[config.mk]
export PLATFORM = sky130hd
export DESIGN_NAME = lbt_ctrl
export DESIGN_NICKNAME = d
export VERILOG_FILES = /design/src/logic/lbt_pkg.sv /design/src/logic/lbt_ctrl.sv
export VERILOG_INCLUDE_DIRS = /design/src /design/src/logic
export SDC_FILE = /design/constraint.sdc
export NUM_CORES = 1
export LEC_CHECK = 0
export BUFFER_PORTS_ARGS = -buffer_cell sky130_fd_sc_hd__buf_2
export CORE_ASPECT_RATIO = 1.2
export CORE_MARGIN = 2
export CORE_UTILIZATION = 59
export DETAILED_ROUTE_END_ITERATION = 6
export GPL_TIMING_DRIVEN = 0
export PLACE_DENSITY_LB_ADDON = 0.05
export SLEW_MARGIN = 20
export SYNTH_ARGS = -nofsm -noshare
export SYNTH_HDL_FRONTEND = slang
export SYNTH_SLANG_ARGS = --single-unit
[constraint.sdc]
create_clock -name clk -period 3.6 [get_ports clk]
set_clock_uncertainty 0.15 [all_clocks]
set_input_delay 0.36 -clock clk [delete_from_list [all_inputs] [get_ports clk]]
set_output_delay 0.36 -clock clk [all_outputs]
set_load 0.005 [all_outputs]
[src/logic/lbt_consts.svh]
`ifndef LBT_CONSTS_SVH
`define LBT_CONSTS_SVH
// APB register byte offsets
`define LBT_CTRL_OFF 12'h000
`define LBT_STAT_OFF 12'h004
`define LBT_ERRCNT_OFF 12'h008
// Control field positions
`define LBT_CTRL_LLOOP 0
`define LBT_CTRL_RLOOP 1
`define LBT_CTRL_PATEN 2
`define LBT_CTRL_PATERR 3
`define LBT_CTRL_RESET 32'h0000_0000
// Times in seconds and clock rate
`define LBT_CLK_HZ 25000000
`define LBT_PAT_TIMEOUT_S 45
`define LBT_RESTART_DATA_S 4
`define LBT_RESTART_LONG_S 60
`define LBT_RESTART_LOCAL_RDL_S 5
`define LBT_FLASH_S 1
`define LBT_PAT_TIMEOUT_CYC (`LBT_PAT_TIMEOUT_S * `LBT_CLK_HZ)
`define LBT_RESTART_DATA_CYC (`LBT_RESTART_DATA_S * `LBT_CLK_HZ)
`define LBT_RESTART_LONG_CYC (`LBT_RESTART_LONG_S * `LBT_CLK_HZ)
`define LBT_RESTART_RDL_CYC (`LBT_RESTART_LOCAL_RDL_S * `LBT_CLK_HZ)
`define LBT_FLASH_CYC (`LBT_FLASH_S * `LBT_CLK_HZ / 4)
// Out-of-band codes
`define LBT_OOB_NONE 2'h0
`define LBT_OOB_LOOP_ON 2'h1
`define LBT_OOB_LOOP_OFF 2'h2
`define LBT_OOB_ACK 2'h3
`endif

[src/logic/lbt_pkg.sv]
package lbt_pkg;
  typedef enum logic [2:0] {
    LBT_IDLE = 3'b000,
    LBT_LOOP1 = 3'b001,
    LBT_LOOP2 = 3'b010,
    LBT_RL_REQ = 3'b011,
    LBT_RL_ON = 3'b100,
    LBT_RL_OFF = 3'b101,
    LBT_RL_FAR = 3'b110
  } lbt_state_t;

  typedef struct packed {
    logic [1:0] code;
    logic valid;
  } lbt_oob_t;

  typedef struct packed {
    logic local_to_local;
    logic framer_local_loop;
    logic far_to_line;
    logic pass_to_dte;
    logic ignore_dte_tx;
    logic pattern_to_line;
    logic pattern_to_loop;
  } lbt_path_t;
endpackage

[src/logic/lbt_ctrl.sv]
`timescale 1ns/1ps
`default_nettype none
`include "lbt_consts.svh"
module lbt_ctrl #(
  parameter int unsigned PAT_TIMEOUT_CYC = `LBT_PAT_TIMEOUT_CYC,
  parameter int unsigned RESTART_DATA_CYC = `LBT_RESTART_DATA_CYC,
  parameter int unsigned RESTART_LONG_CYC = `LBT_RESTART_LONG_CYC,
  parameter int unsigned RESTART_RDL_CYC = `LBT_RESTART_RDL_CYC,
  parameter int unsigned FLASH_CYC = `LBT_FLASH_CYC
) (
  input wire logic clk,
  input wire logic rst_b,
  input wire logic psel,
  input wire logic penable,
  input wire logic pwrite,
  input wire logic [11:0] paddr,
  input wire logic [31:0] pwdata,
  output logic [31:0] prdata,
  output logic pready,
  output logic pslverr,
  input wire logic sw_local_loop,
  input wire logic sw_remote_loop,
  input wire logic [1:0] sw_pattern,
  input wire logic framed_rx,
  input wire logic line_up,
  input wire logic crc_error,
  input wire logic rx_bit,
  input wire lbt_pkg::lbt_oob_t oob_rx,
  output lbt_pkg::lbt_oob_t oob_tx,
  input wire logic oob_tx_done,
  output lbt_pkg::lbt_path_t path,
  output logic tx_bit,
  output logic restart,
  output logic no_signal_indicator,
  output logic error_indicator,
  output logic test_mode_indicator
);
  ////////////////////////////////////////////////////////////////////////
  lbt_pkg::lbt_state_t state_reg, state_next;
  logic [31:0] ctrl_reg;
  logic [15:0] errcnt_reg;
  logic [31:0] prdata_reg;
  logic [31:0] pat_cnt_reg;
  logic [31:0] unf_cnt_reg;
  logic [31:0] flash_cnt_reg;
  logic [8:0] gen_reg;
  logic [8:0] det_reg;
  logic pat_run_reg, pat_done_reg, lock_reg, err_blink_reg, linked_reg;
  lbt_pkg::lbt_oob_t oob_tx_reg;
  lbt_pkg::lbt_path_t path_reg;
  logic tx_bit_reg, restart_reg;

  function automatic logic prbs_fb(input logic [8:0] s);
    prbs_fb = s[8] ^ s[4];
  endfunction

  ////////////////////////////////////////////////////////////////////////
  // APB slave, zero wait states
  wire apb_wr = psel & penable & pwrite;
  wire apb_rd = psel & ~penable & ~pwrite;
  wire hit_ctrl = paddr == `LBT_CTRL_OFF;
  wire hit_stat = paddr == `LBT_STAT_OFF;
  wire hit_err = paddr == `LBT_ERRCNT_OFF;
  wire hit_any = hit_ctrl | hit_stat | hit_err;
  wire [31:0] stat_word = {24'h0, linked_reg, lock_reg, pat_done_reg,
    pat_run_reg, state_reg, 1'b0};
  wire [31:0] rd_mux = hit_ctrl ? ctrl_reg :
    hit_stat ? stat_word : hit_err ? {16'h0, errcnt_reg} : 32'h0;
  assign pready = 1'b1;
  assign pslverr = psel & penable & ~hit_any;
  assign prdata = prdata_reg;

  ////////////////////////////////////////////////////////////////////////
  // Requests from switches, DTE control word
  wire req_local = sw_local_loop | ctrl_reg[`LBT_CTRL_LLOOP];
  wire req_remote = sw_remote_loop | ctrl_reg[`LBT_CTRL_RLOOP];
  wire pat_sw = (sw_pattern != 2'h0) | ctrl_reg[`LBT_CTRL_PATEN];
  wire pat_inject = sw_pattern[1] | ctrl_reg[`LBT_CTRL_PATERR];
  wire far_on = oob_rx.valid && oob_rx.code == `LBT_OOB_LOOP_ON;
  wire far_off = oob_rx.valid && oob_rx.code == `LBT_OOB_LOOP_OFF;
  wire far_ack = oob_rx.valid && oob_rx.code == `LBT_OOB_ACK;
  wire loop2 = state_reg == lbt_pkg::LBT_LOOP2;
  // Generator is allowed except in variant 2 and after a timeout, until the pattern request clears
  wire pat_allow = pat_sw & ~loop2 & ~pat_done_reg;
  wire pat_start = pat_allow & ~pat_run_reg;
  wire far_end = state_reg == lbt_pkg::LBT_RL_FAR;

  ////////////////////////////////////////////////////////////////////////
  // Test mode sequencing
  always_comb begin
    state_next = state_reg;
    case (state_reg)
      lbt_pkg::LBT_IDLE: begin
        if (lock_reg) begin
          state_next = lbt_pkg::LBT_IDLE;
        end else if (req_local) begin
          state_next = linked_reg ? lbt_pkg::LBT_LOOP2
            : lbt_pkg::LBT_LOOP1;
        end else if (req_remote) begin
          state_next = lbt_pkg::LBT_RL_REQ;
        end else if (far_on) begin
          state_next = lbt_pkg::LBT_RL_FAR;
        end
      end
      lbt_pkg::LBT_LOOP1, lbt_pkg::LBT_LOOP2: begin
        if (!req_local) state_next = lbt_pkg::LBT_IDLE;
      end
      lbt_pkg::LBT_RL_REQ: begin
        if (!req_remote) state_next = lbt_pkg::LBT_RL_OFF;
        else if (far_ack) state_next = lbt_pkg::LBT_RL_ON;
      end
      lbt_pkg::LBT_RL_ON: begin
        if (!req_remote) state_next = lbt_pkg::LBT_RL_OFF;
      end
      lbt_pkg::LBT_RL_OFF: begin
        if (oob_tx_done) state_next = lbt_pkg::LBT_IDLE;
      end
      lbt_pkg::LBT_RL_FAR: begin
        if (far_off) state_next = lbt_pkg::LBT_IDLE;
      end
      default: state_next = lbt_pkg::LBT_IDLE;
    endcase
  end

  // Restart limit follows mode; long limit while own pattern runs
  wire [31:0] restart_lim = (pat_run_reg | far_end) ? RESTART_LONG_CYC
    : (state_reg == lbt_pkg::LBT_RL_ON) ? RESTART_RDL_CYC
    : RESTART_DATA_CYC;
  wire no_frames = ~framed_rx | ~line_up;
  wire restart_hit = linked_reg & no_frames & (unf_cnt_reg >= restart_lim);
  // Self-synchronising: history is the received bits themselves
  wire det_expect = prbs_fb(det_reg);
  wire bit_err = pat_run_reg & (rx_bit != det_expect);
  wire flash_tick = flash_cnt_reg >= FLASH_CYC - 1;

  always_ff @(posedge clk or negedge rst_b) begin
    if (!rst_b) begin
      state_reg <= lbt_pkg::LBT_IDLE;
      ctrl_reg <= `LBT_CTRL_RESET;
      prdata_reg <= 32'h0;
      lock_reg <= 1'b0;
      linked_reg <= 1'b0;
    end else begin
      state_reg <= restart_hit ? lbt_pkg::LBT_IDLE : state_next;
      if (apb_wr && hit_ctrl) ctrl_reg <= pwdata;
      if (apb_rd) prdata_reg <= rd_mux;
      if (state_reg == lbt_pkg::LBT_RL_OFF && req_remote)
        lock_reg <= 1'b1;
      else if (!req_remote && state_reg != lbt_pkg::LBT_RL_OFF)
        lock_reg <= 1'b0;
      if (restart_hit || state_reg == lbt_pkg::LBT_LOOP1)
        linked_reg <= 1'b0;
      else if (framed_rx && line_up)
        linked_reg <= 1'b1;
    end
  end

  ////////////////////////////////////////////////////////////////////////
  // Pattern generator, detector and timers
  always_ff @(posedge clk or negedge rst_b) begin
    if (!rst_b) begin
      pat_run_reg <= 1'b0;
      pat_done_reg <= 1'b0;
      pat_cnt_reg <= 32'h0;
      unf_cnt_reg <= 32'h0;
      gen_reg <= 9'h1FF;
      det_reg <= 9'h1FF;
      errcnt_reg <= 16'h0;
    end else begin
      // Clear first so a timeout in the same cycle wins
      if (!pat_sw) pat_done_reg <= 1'b0;
      if (pat_start) begin
        pat_run_reg <= 1'b1;
        pat_cnt_reg <= 32'h0;
      end else if (pat_run_reg && pat_cnt_reg >= PAT_TIMEOUT_CYC - 1) begin
        pat_run_reg <= 1'b0;
        pat_done_reg <= 1'b1;
      end else if (pat_run_reg && !pat_allow) begin
        pat_run_reg <= 1'b0;
      end else begin
        pat_cnt_reg <= pat_cnt_reg + 32'h1;
      end
      unf_cnt_reg <= no_frames ? unf_cnt_reg + 32'h1 : 32'h0;
      gen_reg <= {gen_reg[7:0], prbs_fb(gen_reg)};
      det_reg <= {det_reg[7:0], rx_bit};
      if (bit_err && errcnt_reg != 16'hFFFF)
        errcnt_reg <= errcnt_reg + 16'h1;
    end
  end

  ////////////////////////////////////////////////////////////////////////
  // Data paths, out-of-band channel and indicators
  wire st_loop1 = state_reg == lbt_pkg::LBT_LOOP1;
  wire st_rl = state_reg == lbt_pkg::LBT_RL_ON;
  // Injected error flips one bit per sequence period
  wire gen_out = prbs_fb(gen_reg) ^ (pat_inject & (gen_reg == 9'h1FF));
  lbt_pkg::lbt_path_t path_next;
  assign path_next.local_to_local = st_loop1 | loop2;
  assign path_next.framer_local_loop = loop2;
  assign path_next.far_to_line = far_end | loop2;
  assign path_next.pass_to_dte = ~pat_run_reg & ~st_loop1;
  assign path_next.ignore_dte_tx = far_end;
  assign path_next.pattern_to_line = pat_run_reg & ~st_loop1;
  assign path_next.pattern_to_loop = pat_run_reg & st_loop1;
  wire [1:0] oob_code = (state_reg == lbt_pkg::LBT_RL_REQ) ? `LBT_OOB_LOOP_ON
    : (state_reg == lbt_pkg::LBT_RL_OFF) ? `LBT_OOB_LOOP_OFF
    : (far_end && far_on) ? `LBT_OOB_ACK : `LBT_OOB_NONE;

  always_ff @(posedge clk or negedge rst_b) begin
    if (!rst_b) begin
      path_reg <= '0;
      oob_tx_reg <= '0;
      tx_bit_reg <= 1'b0;
      restart_reg <= 1'b0;
      flash_cnt_reg <= 32'h0;
      err_blink_reg <= 1'b0;
    end else begin
      path_reg <= path_next;
      oob_tx_reg.code <= oob_code;
      oob_tx_reg.valid <= oob_code != `LBT_OOB_NONE;
      tx_bit_reg <= gen_out;
      restart_reg <= restart_hit;
      flash_cnt_reg <= flash_tick ? 32'h0 : flash_cnt_reg + 32'h1;
      if (crc_error || bit_err)
        err_blink_reg <= 1'b1;
      else if (pat_done_reg && flash_tick)
        err_blink_reg <= ~err_blink_reg;
      else if (flash_tick)
        err_blink_reg <= 1'b0;
    end
  end

  assign path = path_reg;
  assign oob_tx = oob_tx_reg;
  assign tx_bit = tx_bit_reg;
  assign restart = restart_reg;
  assign no_signal_indicator = ~linked_reg;
  assign error_indicator = err_blink_reg;
  // Indicator lit in any test state, including release in flight
  assign test_mode_indicator = (state_reg != lbt_pkg::LBT_IDLE)
    | pat_run_reg;

  ////////////////////////////////////////////////////////////////////////
  a_loop_variant: assert property (@(posedge clk) disable iff (!rst_b)
    state_reg == lbt_pkg::LBT_IDLE && !lock_reg && req_local && !restart_hit
    |=> state_reg == ($past(linked_reg) ? lbt_pkg::LBT_LOOP2
    : lbt_pkg::LBT_LOOP1)) else $error("bad loop variant");
  a_no_gen_loop2: assert property (@(posedge clk) disable iff (!rst_b)
    loop2 |-> !pat_start) else $error("generator in loop 2");
  a_tm_release: assert property (@(posedge clk) disable iff (!rst_b)
    state_reg == lbt_pkg::LBT_RL_OFF |-> test_mode_indicator)
    else $error("indicator dark before release sent");
  a_offreq_sent: assert property (@(posedge clk) disable iff (!rst_b)
    state_reg == lbt_pkg::LBT_RL_OFF ##1 state_reg == lbt_pkg::LBT_RL_OFF
    |-> oob_tx.code == `LBT_OOB_LOOP_OFF) else $error("no release");
  a_lock_hold: assert property (@(posedge clk) disable iff (!rst_b)
    lock_reg && state_reg == lbt_pkg::LBT_IDLE && !restart_hit
    |=> state_reg == lbt_pkg::LBT_IDLE) else $error("locked switch used");
  a_pat_dte: assert property (@(posedge clk) disable iff (!rst_b)
    $past(pat_run_reg) |-> !path.pass_to_dte)
    else $error("pattern reaches dte");
  a_far_path: assert property (@(posedge clk) disable iff (!rst_b)
    far_end |=> path.far_to_line && path.ignore_dte_tx)
    else $error("far loop path");
  a_long_restart: assert property (@(posedge clk) disable iff (!rst_b)
    pat_run_reg |-> restart_lim == RESTART_LONG_CYC)
    else $error("restart not lengthened");
endmodule
`default_nettype wire

==> results.txt, run 1 <==
first-pass GRT wire length - 38800 um
core area - 16700 um2
WP data required - 3810 ps
post-route ant nets - 0
largest net degree at the start of global routing - 89
initial antenna violation count - 0
Finished Layout Cells - 1342
Overflow after GRT - 0
Initial Util - 59.7%
kind of cell adding the most delay to the critical path - simple AND/OR/NAND/NOR gates
Seq cells post-synth - 214
initial DRC count - 410
Cell Pwr Density - 504 nW/um2
vias in the first global route - 7852
DR vias - 7737
most area-hungry cell type in the Yosys netlist - dfrtp_1
Worst setup EP type - flip-flop
Final Hold Fails - 0
WP buf/inv - 1
ys flop type - dfrtp_1
synthesis warning total - 0
Slew headroom - 35.3%
diode count - 0
Slowest cell on crit path - or3_1
Period minus WS final - 3450 ps
Clock Latency Late Sink - 500 ps
sequential area share after synthesis - 53.9%
DIE WIDTH - 123 um
Synth Cell Area - 9980 um2
EDFF count, synth - 0
WP data arrival - 3660 ps
CTS Buf Count - 23
Synth cell types - 71
Synth-to-Final Area Change - 20.3%
clk root buf - clkbuf_16
crit-path cells - clkbuf_1 -> nand2b_1 -> or3_1 -> ha_1 -> nand3_1 -> nor4b_1 -> o21ai_0 -> or2_2 -> a311oi_4 -> a2111oi_0
Num Clock Sinks - 214
Post-Syn Instances - 935
H-Tree Depth - 1
fin nets - 1193
final setup fails - 0
placement-stage cell area - 10900 um2
Avg Inst Size Synth - 10.7 um2
Pre-antenna DRT Iters - 5
Die Area - 18000 um2
peak supply drop - 521 uV
I/O Pins - 110
final core utilization - 71.8%
Max FO, Critical Path - 10
GPL Wtd Cong - 0.859
count leader, synth - dfrtp_1
num rows - 52
status - complete, no violations
PortBufs - 107
clock-pin slew on the worst setup and hold paths - 60 ps
routed len/inst - 17.2 um
RSZ-0062 raised after global routing - false
ranking of synthesized cells by area - dfrtp_1 (49%), dfstp_2 (4.7%), mux2_2 (3.8%), xnor2_1 (3.5%), nor2_1 (3.2%)
Max Slew Vio Count - 0
dpl ws - -91.4 ps
Final WS setup - 154 ps
total global-route track usage - 26.6%
measured slew at the worst slew-check pin - 965 ps
startpoint types - flip-flop
Pleak - 5.50 nW
total power draw - 6.05 mW
Worst Hold Class - in -> reg
Critical Path Max Stage Delay - 450 ps
DRC - 0
Max clock buf depth - 3
ratio of cells with drive above 1 in the final layout - 19.9%
total negative slack - 0 ps
Max Clock Freq - 290 MHz
Finished Cell Area - 12000 um2
Total Wirelength - 23000 um
Fin Hold WS - 46.8 ps
DP HPWL - 15700 um
CTS tree - yes
post-synthesis async set-or-reset flop share - 100%
max_cap viols - 0
Die H - 147 um
Crit Path Class - reg -> reg
top cells by count, synth - dfrtp_1 (196), nor2_1 (84), nand2_1 (73)
Cells after DPL - 1268
Yosys top cell area share - 49.1%
Vias/cell - 5.77
final period utilization - 95.7%
## where the power goes
group	leakage (nW)	internal, mW	switching, mW
Clock	0.373	1.43	0.944
Sequential	2.87	2.56	0.134
Combinational	2.26	0.377	0.608
## cells in the final DEF, fill, tap and decap left out, drive strengths merged, types with 10 or more instances in the layout
cell type | synthesis | final
xnor2 | 40 | 40
o31ai | 24 | 24
ha | 20 | 20
a21oi | 36 | 36
nand3 | 42 | 42
or4 | 21 | 21
xor2 | 21 | 21
dlygate4sd3 | 0 | 35
and3 | 17 | 17
nand4 | 22 | 22
buf | 10 | 119
clkbuf | 32 | 61
conb | 2 | 10
o21ai | 39 | 39
dfrtp | 196 | 196
or3 | 17 | 17
nor3 | 16 | 16
mux2 | 34 | 34
nand2 | 73 | 73
nor4 | 10 | 10
nor2 | 84 | 84
dfstp | 18 | 18
mux2i | 17 | 17
inv | 22 | 23
a22o | 16 | 16
## worst register-to-register path, delay by kind of cell, from the launching register on
family / cells / cell delay (ps)
simple gates: 5 / 1420
flops: 1 / 410
compound gates: 3 / 770
buf+inv: 1 / 240
fa+ha+maj: 1 / 320
## cell families after synthesis
group / after synthesis / synth area share [%]
simple gates: 359 / 18.7
flops: 214 / 53.9
compound gates: 162 / 11.0
buf+inv: 64 / 2.61
xor+xnor: 62 / 5.59
mux: 51 / 5.54
fa+ha+maj: 21 / 2.61
other cells: 2 / 0.0752
## layer usage
| layer | up-vias | track usage (%) | share of wire (%) |
|---|---|---|---|
| met1 | 3805 | 36.7 | 44 |
| met3 | 57 | 3.95 | 3.9 |
| met4 | 0 | 9.83 | 3.3 |
| met2 | 173 | 42.6 | 49 |
| li1 | 3702 | - | - |
| met5 | - | 0 | 0 |
## worst paths after layout
check,slack [ps],start,cells after the start,endpoint
max,150,state_reg[0],10,linked_reg
min,50,sw_pattern[0],3,pat_done_reg
max reg2reg,150,state_reg[0],10,linked_reg
min reg2reg,200,det_reg[6],0,det_reg[7]
max in group asynchronous,2260,rst_b,3,gen_reg[5]
min in group asynchronous,220,rst_b,2,unf_cnt_reg[2]
## area by class of cell
cell class                      count  area (um2)
Clock buffer                       29         618
Inverter                           22        82.6
Fill cell                        1232        4710
Clock inverter                     10         129
Sequential cell                   214        5380
Multi-Input combinational cell    665        4400
Tap cell                          216         270
Buffer                             42         179
Timing Repair Buffer              144         951
## repair_timing
action                                 4_1_cts  5_1_grt
pin swaps                                    0        0
hold buffers                                35        0
setup buffers                                0        0
resized for setup                            1        4
endpoints found under the hold margin       93        0
setup endpoints to repair                    5        5
Note: power is estimated with default switching activity, not from simulation.
==> inputs of run 2 (changes only) <==
--- a/config.mk
+++ b/config.mk
@@ -6,10 +6,11 @@
 export SDC_FILE = /design/constraint.sdc
 export NUM_CORES = 1
 export LEC_CHECK = 0
+export ABC_CLOCK_PERIOD_IN_PS = 2900
 export BUFFER_PORTS_ARGS = -buffer_cell sky130_fd_sc_hd__buf_2
 export CORE_ASPECT_RATIO = 1.2
 export CORE_MARGIN = 2
-export CORE_UTILIZATION = 59
+export CORE_UTILIZATION = 53
 export DETAILED_ROUTE_END_ITERATION = 6
 export GPL_TIMING_DRIVEN = 0
 export PLACE_DENSITY_LB_ADDON = 0.05
==> constraint.sdc (replaced) <==
create_clock -name clk -period 2.9 [get_ports clk]
set_clock_uncertainty 0.15 [all_clocks]
set_input_delay 0.29 -clock clk [delete_from_list [all_inputs] [get_ports clk]]
set_output_delay 0.29 -clock clk [all_outputs]
set_load 0.005 [all_outputs]
==> results.txt, run 2 (synthesized netlist as in run 1, its figures left out) <==
Finished Layout Cells - 1394 (was 1342)
Max FO, Critical Path - 8 (was 10)
startpoint types - flip-flop (unchanged)
post-route ant nets - 0 (unchanged)
WP data arrival - 3120 ps (was 3660 ps)
most frequent cells in the layout - dfrtp_1 (195), buf_2 (110), nor2_1 (84) (was dfrtp_1 (196), buf_2 (113), nor2_1 (84))
Pre-antenna DRT Iters - 5 (unchanged)
final setup fails - 0 (unchanged)
ratio of cells with drive above 1 in the final layout - 22.5% (was 19.9%)
Pleak - 5.61 nW (was 5.50 nW)
cells on worst reg2reg path - 7 (was 10)
initial antenna violation count - 2 (was 0)
Clock Latency Late Sink - 520 ps (was 500 ps)
Period minus WS final - 2860 ps (was 3450 ps)
Cells after DPL - 1308 (was 1268)
footprint of the multi-input gates - 4550 um2 (was 4400 um2)
total global-route track usage - 23.4% (was 26.6%)
largest net degree at the start of global routing - 96 (was 89)
Slew headroom - 26.4% (was 35.3%)
min-delay src - line_up (was sw_pattern[0])
Final WS setup - 42.1 ps (was 154 ps)
Num Clock Sinks - 214 (unchanged)
total power draw - 7.82 mW (was 6.05 mW)
CP Depth - 7 (was 10)
Vias/cell - 5.56 (was 5.77)
Worst setup EP type - flip-flop (unchanged)
Final Hold Fails - 0 (unchanged)
diode count - 0 (unchanged)
crit-path cells - or4_1 -> a31o_1 -> a221oi_4 -> o21ai_4 -> buf_4 -> or4_4 -> a221oi_2 (was clkbuf_1 -> nand2b_1 -> or3_1 -> ha_1 -> nand3_1 -> nor4b_1 -> o21ai_0 -> or2_2 -> a311oi_4 -> a2111oi_0)
PortBufs - 107 (unchanged)
Max Slew Vio Count - 0 (unchanged)
DIE WIDTH - 129 um (was 123 um)
Worst Hold Path EP - linked_reg (was pat_done_reg)
first-pass GRT wire length - 37900 um (was 38800 um)
Finished Cell Area - 12400 um2 (was 12000 um2)
WHS Path Cells - 3 (unchanged)
placement-stage cell area - 10900 um2 (about the same)
WP buf/inv - 1 (unchanged)
Critical R2R Capture - pat_cnt_reg[25] (was linked_reg)
dpl ws - -631 ps (was -91.4 ps)
clock-pin slew on the worst setup and hold paths - 70 ps (was 60 ps)
Critical Path Max Stage Delay - 550 ps (was 450 ps)
final period utilization - 98.5% (was 95.7%)
status - complete, no violations (unchanged)
Total Wirelength - 23400 um (was 23000 um)
vias in the first global route - 7536 (was 7852)
routed len/inst - 16.8 um (was 17.2 um)
Die H - 154 um (was 147 um)
Cell Pwr Density - 633 nW/um2 (was 504 nW/um2)
fin nets - 1202 (was 1193)
kind of cell adding the most delay to the critical path - simple AND/OR/NAND/NOR gates (unchanged)
RSZ-0062 raised after global routing - true (was false)
Die Area - 20000 um2 (was 18000 um2)
Max Clock Freq - 350 MHz (was 290 MHz)
measured slew at the worst slew-check pin - 1100 ps (was 965 ps)
Crit Path Class - reg -> reg (unchanged)
H-Tree Depth - 1 (unchanged)
initial DRC count - 381 (was 410)
GPL Wtd Cong - 0.823 (was 0.859)
num rows - 55 (was 52)
I/O Pins - 110 (unchanged)
Overflow after GRT - 0 (unchanged)
CTS Buf Count - 23 (unchanged)
max_cap viols - 0 (unchanged)
DR vias - 7746 (was 7737)
reg2reg start - pat_cnt_reg[10] (was state_reg[0])
peak supply drop - 454 uV (was 521 uV)
number of fill cells in the layout - 1469 (was 1232)
WP data required - 3170 ps (was 3810 ps)
Worst Hold Class - in -> reg (unchanged)
register-to-register setup slack - 40 ps (was 150 ps)
Initial Util - 53.5% (was 59.7%)
register area - 5380 um2 (about the same)
Max clock buf depth - 3 (unchanged)
commonest non-fill, non-tap cell in the layout - dfrtp_1 (unchanged)
core area - 18600 um2 (was 16700 um2)
Synth-to-Final Area Change - 23.8% (was 20.3%)
DRC - 0 (unchanged)
clk root buf - clkbuf_16 (unchanged)
DP HPWL - 15700 um (about the same)
Fin Hold WS - 15.3 ps (was 46.8 ps)
Slowest cell on crit path - or4_1 (was or3_1)
CTS tree - yes (unchanged)
run 2: changes by cell type in the layout (fill, tap and decap cells not counted), moves of 3 or more:
cell,delta
buf_2,-3
clkinv_2,-3
clkbuf_4,+3
buf_4,+10
clkbuf_1,-5
run 2: repair_timing:
action	4_1_cts	5_1_grt
resized for setup	26	25
pin swaps	6	4
hold buffers	37	0
endpoints found under the hold margin	231	0
endpoints found under the setup margin	32	30
setup buffers	4	4
run 2: where the power goes:
group	total, mW	switching (mW)	internal, mW
registers	3.35	0.174	3.18
clock network	3.08	1.21	1.87
logic	1.39	0.806	0.581
total	7.82	2.19	5.63
run 2: layout make-up:
cell class | instances | share of cell area, %
sequential | 214 | 43.5
multi-input combinational | 665 | 36.8
timing repair buffer | 154 | 8.34
clock buffer | 31 | 5.06
tap | 256 | 2.59
buffer | 41 | 1.73
clock inverter | 11 | 1.33
inverter | 22 | 0.668
run 2: worst min-delay path: stages:
cell and delay, ps:
buf_2 100, nand2_1 150, a2111oi_2 90
run 2: layer usage:
metal  track usage, %  wire length, um  share of wire (%)
met1             33.4            10800                 46
met2             37.0            10800                 46
met4             5.28              355                1.5
met3             5.02             1370                5.9
met5                0               24               0.10
run 2: how the worst max path moves through the flow:
stage | from | to
detailed placement | state_reg[1] | linked_reg
CTS | pat_cnt_reg[28] | pat_cnt_reg[22]
finish | pat_cnt_reg[10] | pat_cnt_reg[25]
floorplan | state_reg[0] | linked_reg
global placement | rst_b | unf_cnt_reg[2]
global route | pat_cnt_reg[28] | pat_cnt_reg[22]
run 2: metrics by stage:
stage,utilization (%),TNS (ps)
6_report,66.3,0
3_5_place_dp,58.7,-8600
4_1_cts,65.5,0
3_3_place_gp,58.3,-470300
2_1_floorplan,-,0
5_1_grt,66.3,-406
==> inputs of run 3 (changes only) <==
--- a/config.mk
+++ b/config.mk
@@ -6,12 +6,12 @@
 export SDC_FILE = /design/constraint.sdc
 export NUM_CORES = 1
 export LEC_CHECK = 0
-export ABC_CLOCK_PERIOD_IN_PS = 2900
-export BUFFER_PORTS_ARGS = -buffer_cell sky130_fd_sc_hd__buf_2
+export ABC_CLOCK_PERIOD_IN_PS = 3100
 export CORE_ASPECT_RATIO = 1.2
 export CORE_MARGIN = 2
-export CORE_UTILIZATION = 53
+export CORE_UTILIZATION = 64
 export DETAILED_ROUTE_END_ITERATION = 6
+export DONT_BUFFER_PORTS = 1
 export GPL_TIMING_DRIVEN = 0
 export PLACE_DENSITY_LB_ADDON = 0.05
 export SLEW_MARGIN = 20
==> constraint.sdc (replaced) <==
create_clock -name clk -period 3.1 [get_ports clk]
set_clock_uncertainty 0.15 [all_clocks]
set_input_delay 0.31 -clock clk [delete_from_list [all_inputs] [get_ports clk]]
set_output_delay 0.31 -clock clk [all_outputs]
set_load 0.005 [all_outputs]
==> results.txt, run 3 (synthesized netlist as in run 1, its figures left out) <==
first-pass GRT wire length - 38300 um (was 37900 um)
WP data required - 3400 ps (was 3170 ps)
I/O Pins - 110 (unchanged)
DR vias - 7623 (was 7746)
Num Clock Sinks - 214 (unchanged)
footprint of the multi-input gates - 4460 um2 (was 4550 um2)
Finished Cell Area - 11500 um2 (was 12400 um2)
most frequent cells in the layout - dfrtp_1 (195), nor2_1 (84), nand2_1 (72) (was dfrtp_1 (195), buf_2 (110), nor2_1 (84))
vias in the first global route - 7812 (was 7536)
num rows - 50 (was 55)
peak supply drop - 559 uV (was 454 uV)
core area - 15500 um2 (was 18600 um2)
cts hold-fix bufs - 38 (was 37)
Die H - 141 um (was 154 um)
Initial Util - 64.6% (was 53.5%)
final setup fails - 0 (unchanged)
RSZ-0062 raised after global routing - true (unchanged)
DIE WIDTH - 118 um (was 129 um)
ratio of cells with drive above 1 in the final layout - 13.3% (was 22.5%)
Pleak - 5.02 nW (was 5.61 nW)
GPL Wtd Cong - 0.895 (was 0.823)
failing checks - negative hold slack
Period minus WS final - 3050 ps (was 2860 ps)
Worst Hold Class - in -> async (was in -> reg)
register-to-register setup slack - 50 ps (was 40 ps)
Max Slew Vio Count - 0 (unchanged)
total negative slack - 0 ps (unchanged)
number of fill cells in the layout - 1114 (was 1469)
clk root buf - clkbuf_16 (unchanged)
DRC - 0 (unchanged)
largest net degree at the start of global routing - 215 (was 96)
diode count - 0 (unchanged)
clock-pin slew on the worst setup and hold paths - 60 ps (was 70 ps)
reg2reg start - state_reg[0] (was pat_cnt_reg[10])
Final WS setup - 47.2 ps (was 42.1 ps)
Max Clock Freq - 328 MHz (was 350 MHz)
WP data arrival - 3350 ps (was 3120 ps)
Critical R2R Capture - restart (was pat_cnt_reg[25])
Final Hold Fails - 214 (was 0)
status - finished, violations left (was complete, no violations)
Die Area - 16600 um2 (was 20000 um2)
total global-route track usage - 28.2% (was 23.4%)
Synth-to-Final Area Change - 15.2% (was 23.8%)
Total Wirelength - 23200 um (was 23400 um)
routed len/inst - 18.8 um (was 16.8 um)
Cell Pwr Density - 590 nW/um2 (was 633 nW/um2)
CTS tree - yes (unchanged)
CTS Buf Count - 22 (was 23)
Slew headroom - 25.2% (was 26.4%)
post-route ant nets - 0 (unchanged)
H-Tree Depth - 1 (unchanged)
Worst setup EP type - flip-flop (unchanged)
measured slew at the worst slew-check pin - 1120 ps (was 1100 ps)
max_cap viols - 0 (unchanged)
cells on worst reg2reg path - 10 (was 7)
commonest non-fill, non-tap cell in the layout - dfrtp_1 (unchanged)
DP HPWL - 15700 um (about the same)
PortBufs - 0 (was 107)
Fin Hold WS - -657 ps (was 15.3 ps)
final period utilization - 98.5% (about the same)
initial DRC count - 623 (was 381)
dpl ws - -523 ps (was -631 ps)
placement-stage cell area - 10300 um2 (was 10900 um2)
Clock Latency Late Sink - 510 ps (was 520 ps)
Vias/cell - 6.18 (was 5.56)
fin nets - 1090 (was 1202)
Crit Path Class - reg -> reg (unchanged)
initial antenna violation count - 0 (was 2)
register area - 5380 um2 (unchanged)
Max clock buf depth - 3 (unchanged)
Max FO, Critical Path - 10 (was 8)
final core utilization - 74.4% (was 66.3%)
Pre-antenna DRT Iters - 5 (unchanged)
Overflow after GRT - 0 (unchanged)
startpoint types - flip-flop (unchanged)
## run 3: where the power goes
part           leakage, nW  internal [mW]  total (mW)  switching [mW]
clock network        0.355           1.47        2.58            1.11
registers             2.86           2.97        3.15           0.178
logic                 1.80          0.412        1.05           0.640
total                 5.02           4.86        6.78            1.92
## run 3: cell type report
| cell class | instances | area share, % |
|---|---|---|
| Buffer | 41 | 1.61 |
| Clock buffer | 26 | 5.19 |
| Clock inverter | 14 | 0.979 |
| Inverter | 22 | 0.718 |
| Multi-Input combinational cell | 665 | 38.8 |
| Sequential cell | 214 | 46.8 |
| Tap cell | 208 | 2.26 |
| Timing Repair Buffer | 43 | 3.63 |
## run 3: worst max-delay path, stage by stage (launching register included)
cell      delay [ps]
dfrtp_1          410
buf_4            190
nand2b_4         160
or3_4            440
ha_4             290
nand3_2           80
nor4b_2          260
o21ai_1          130
or2_4            270
a311oi_4         420
or2_4            190
## run 3: how the worst max path moves through the flow
stage	endpoint	depth (start not counted)	startpoint	slack (ps)
after floorplan	linked_reg	10	state_reg[0]	130
after global placement	linked_reg	10	state_reg[0]	-350
after detailed placement	linked_reg	10	state_reg[0]	-520
after CTS	linked_reg	10	state_reg[1]	4
after global routing	restart	10	state_reg[0]	-80
final	restart	10	state_reg[0]	50
## run 3: layer usage
metal | GRT usage [%] | up-vias | share of wire [%] | wire (um)
li1 | - | 3508 | - | -
met3 | 5.99 | 67 | 6.2 | 1430
met2 | 47.9 | 255 | 50 | 11600
met1 | 35.7 | 3793 | 41 | 9490
met4 | 10.7 | 0 | 3.2 | 741
met5 | 0 | - | 0 | 0
## run 3: through the flow
step,std cells,total power [mW]
global route,1233,7.07
global placement,1151,4.06
CTS,1229,6.77
detailed placement,1151,4.12
floorplan,943,3.82
finish,1233,6.78
## run 3: timing repair
action / CTS / global route
gates resized for setup: 13 / 17
setup buffers: 0 / 5
pin swaps: 2 / 7
hold endpoints to repair: 251 / 214
endpoints found under the setup margin: 5 / 34
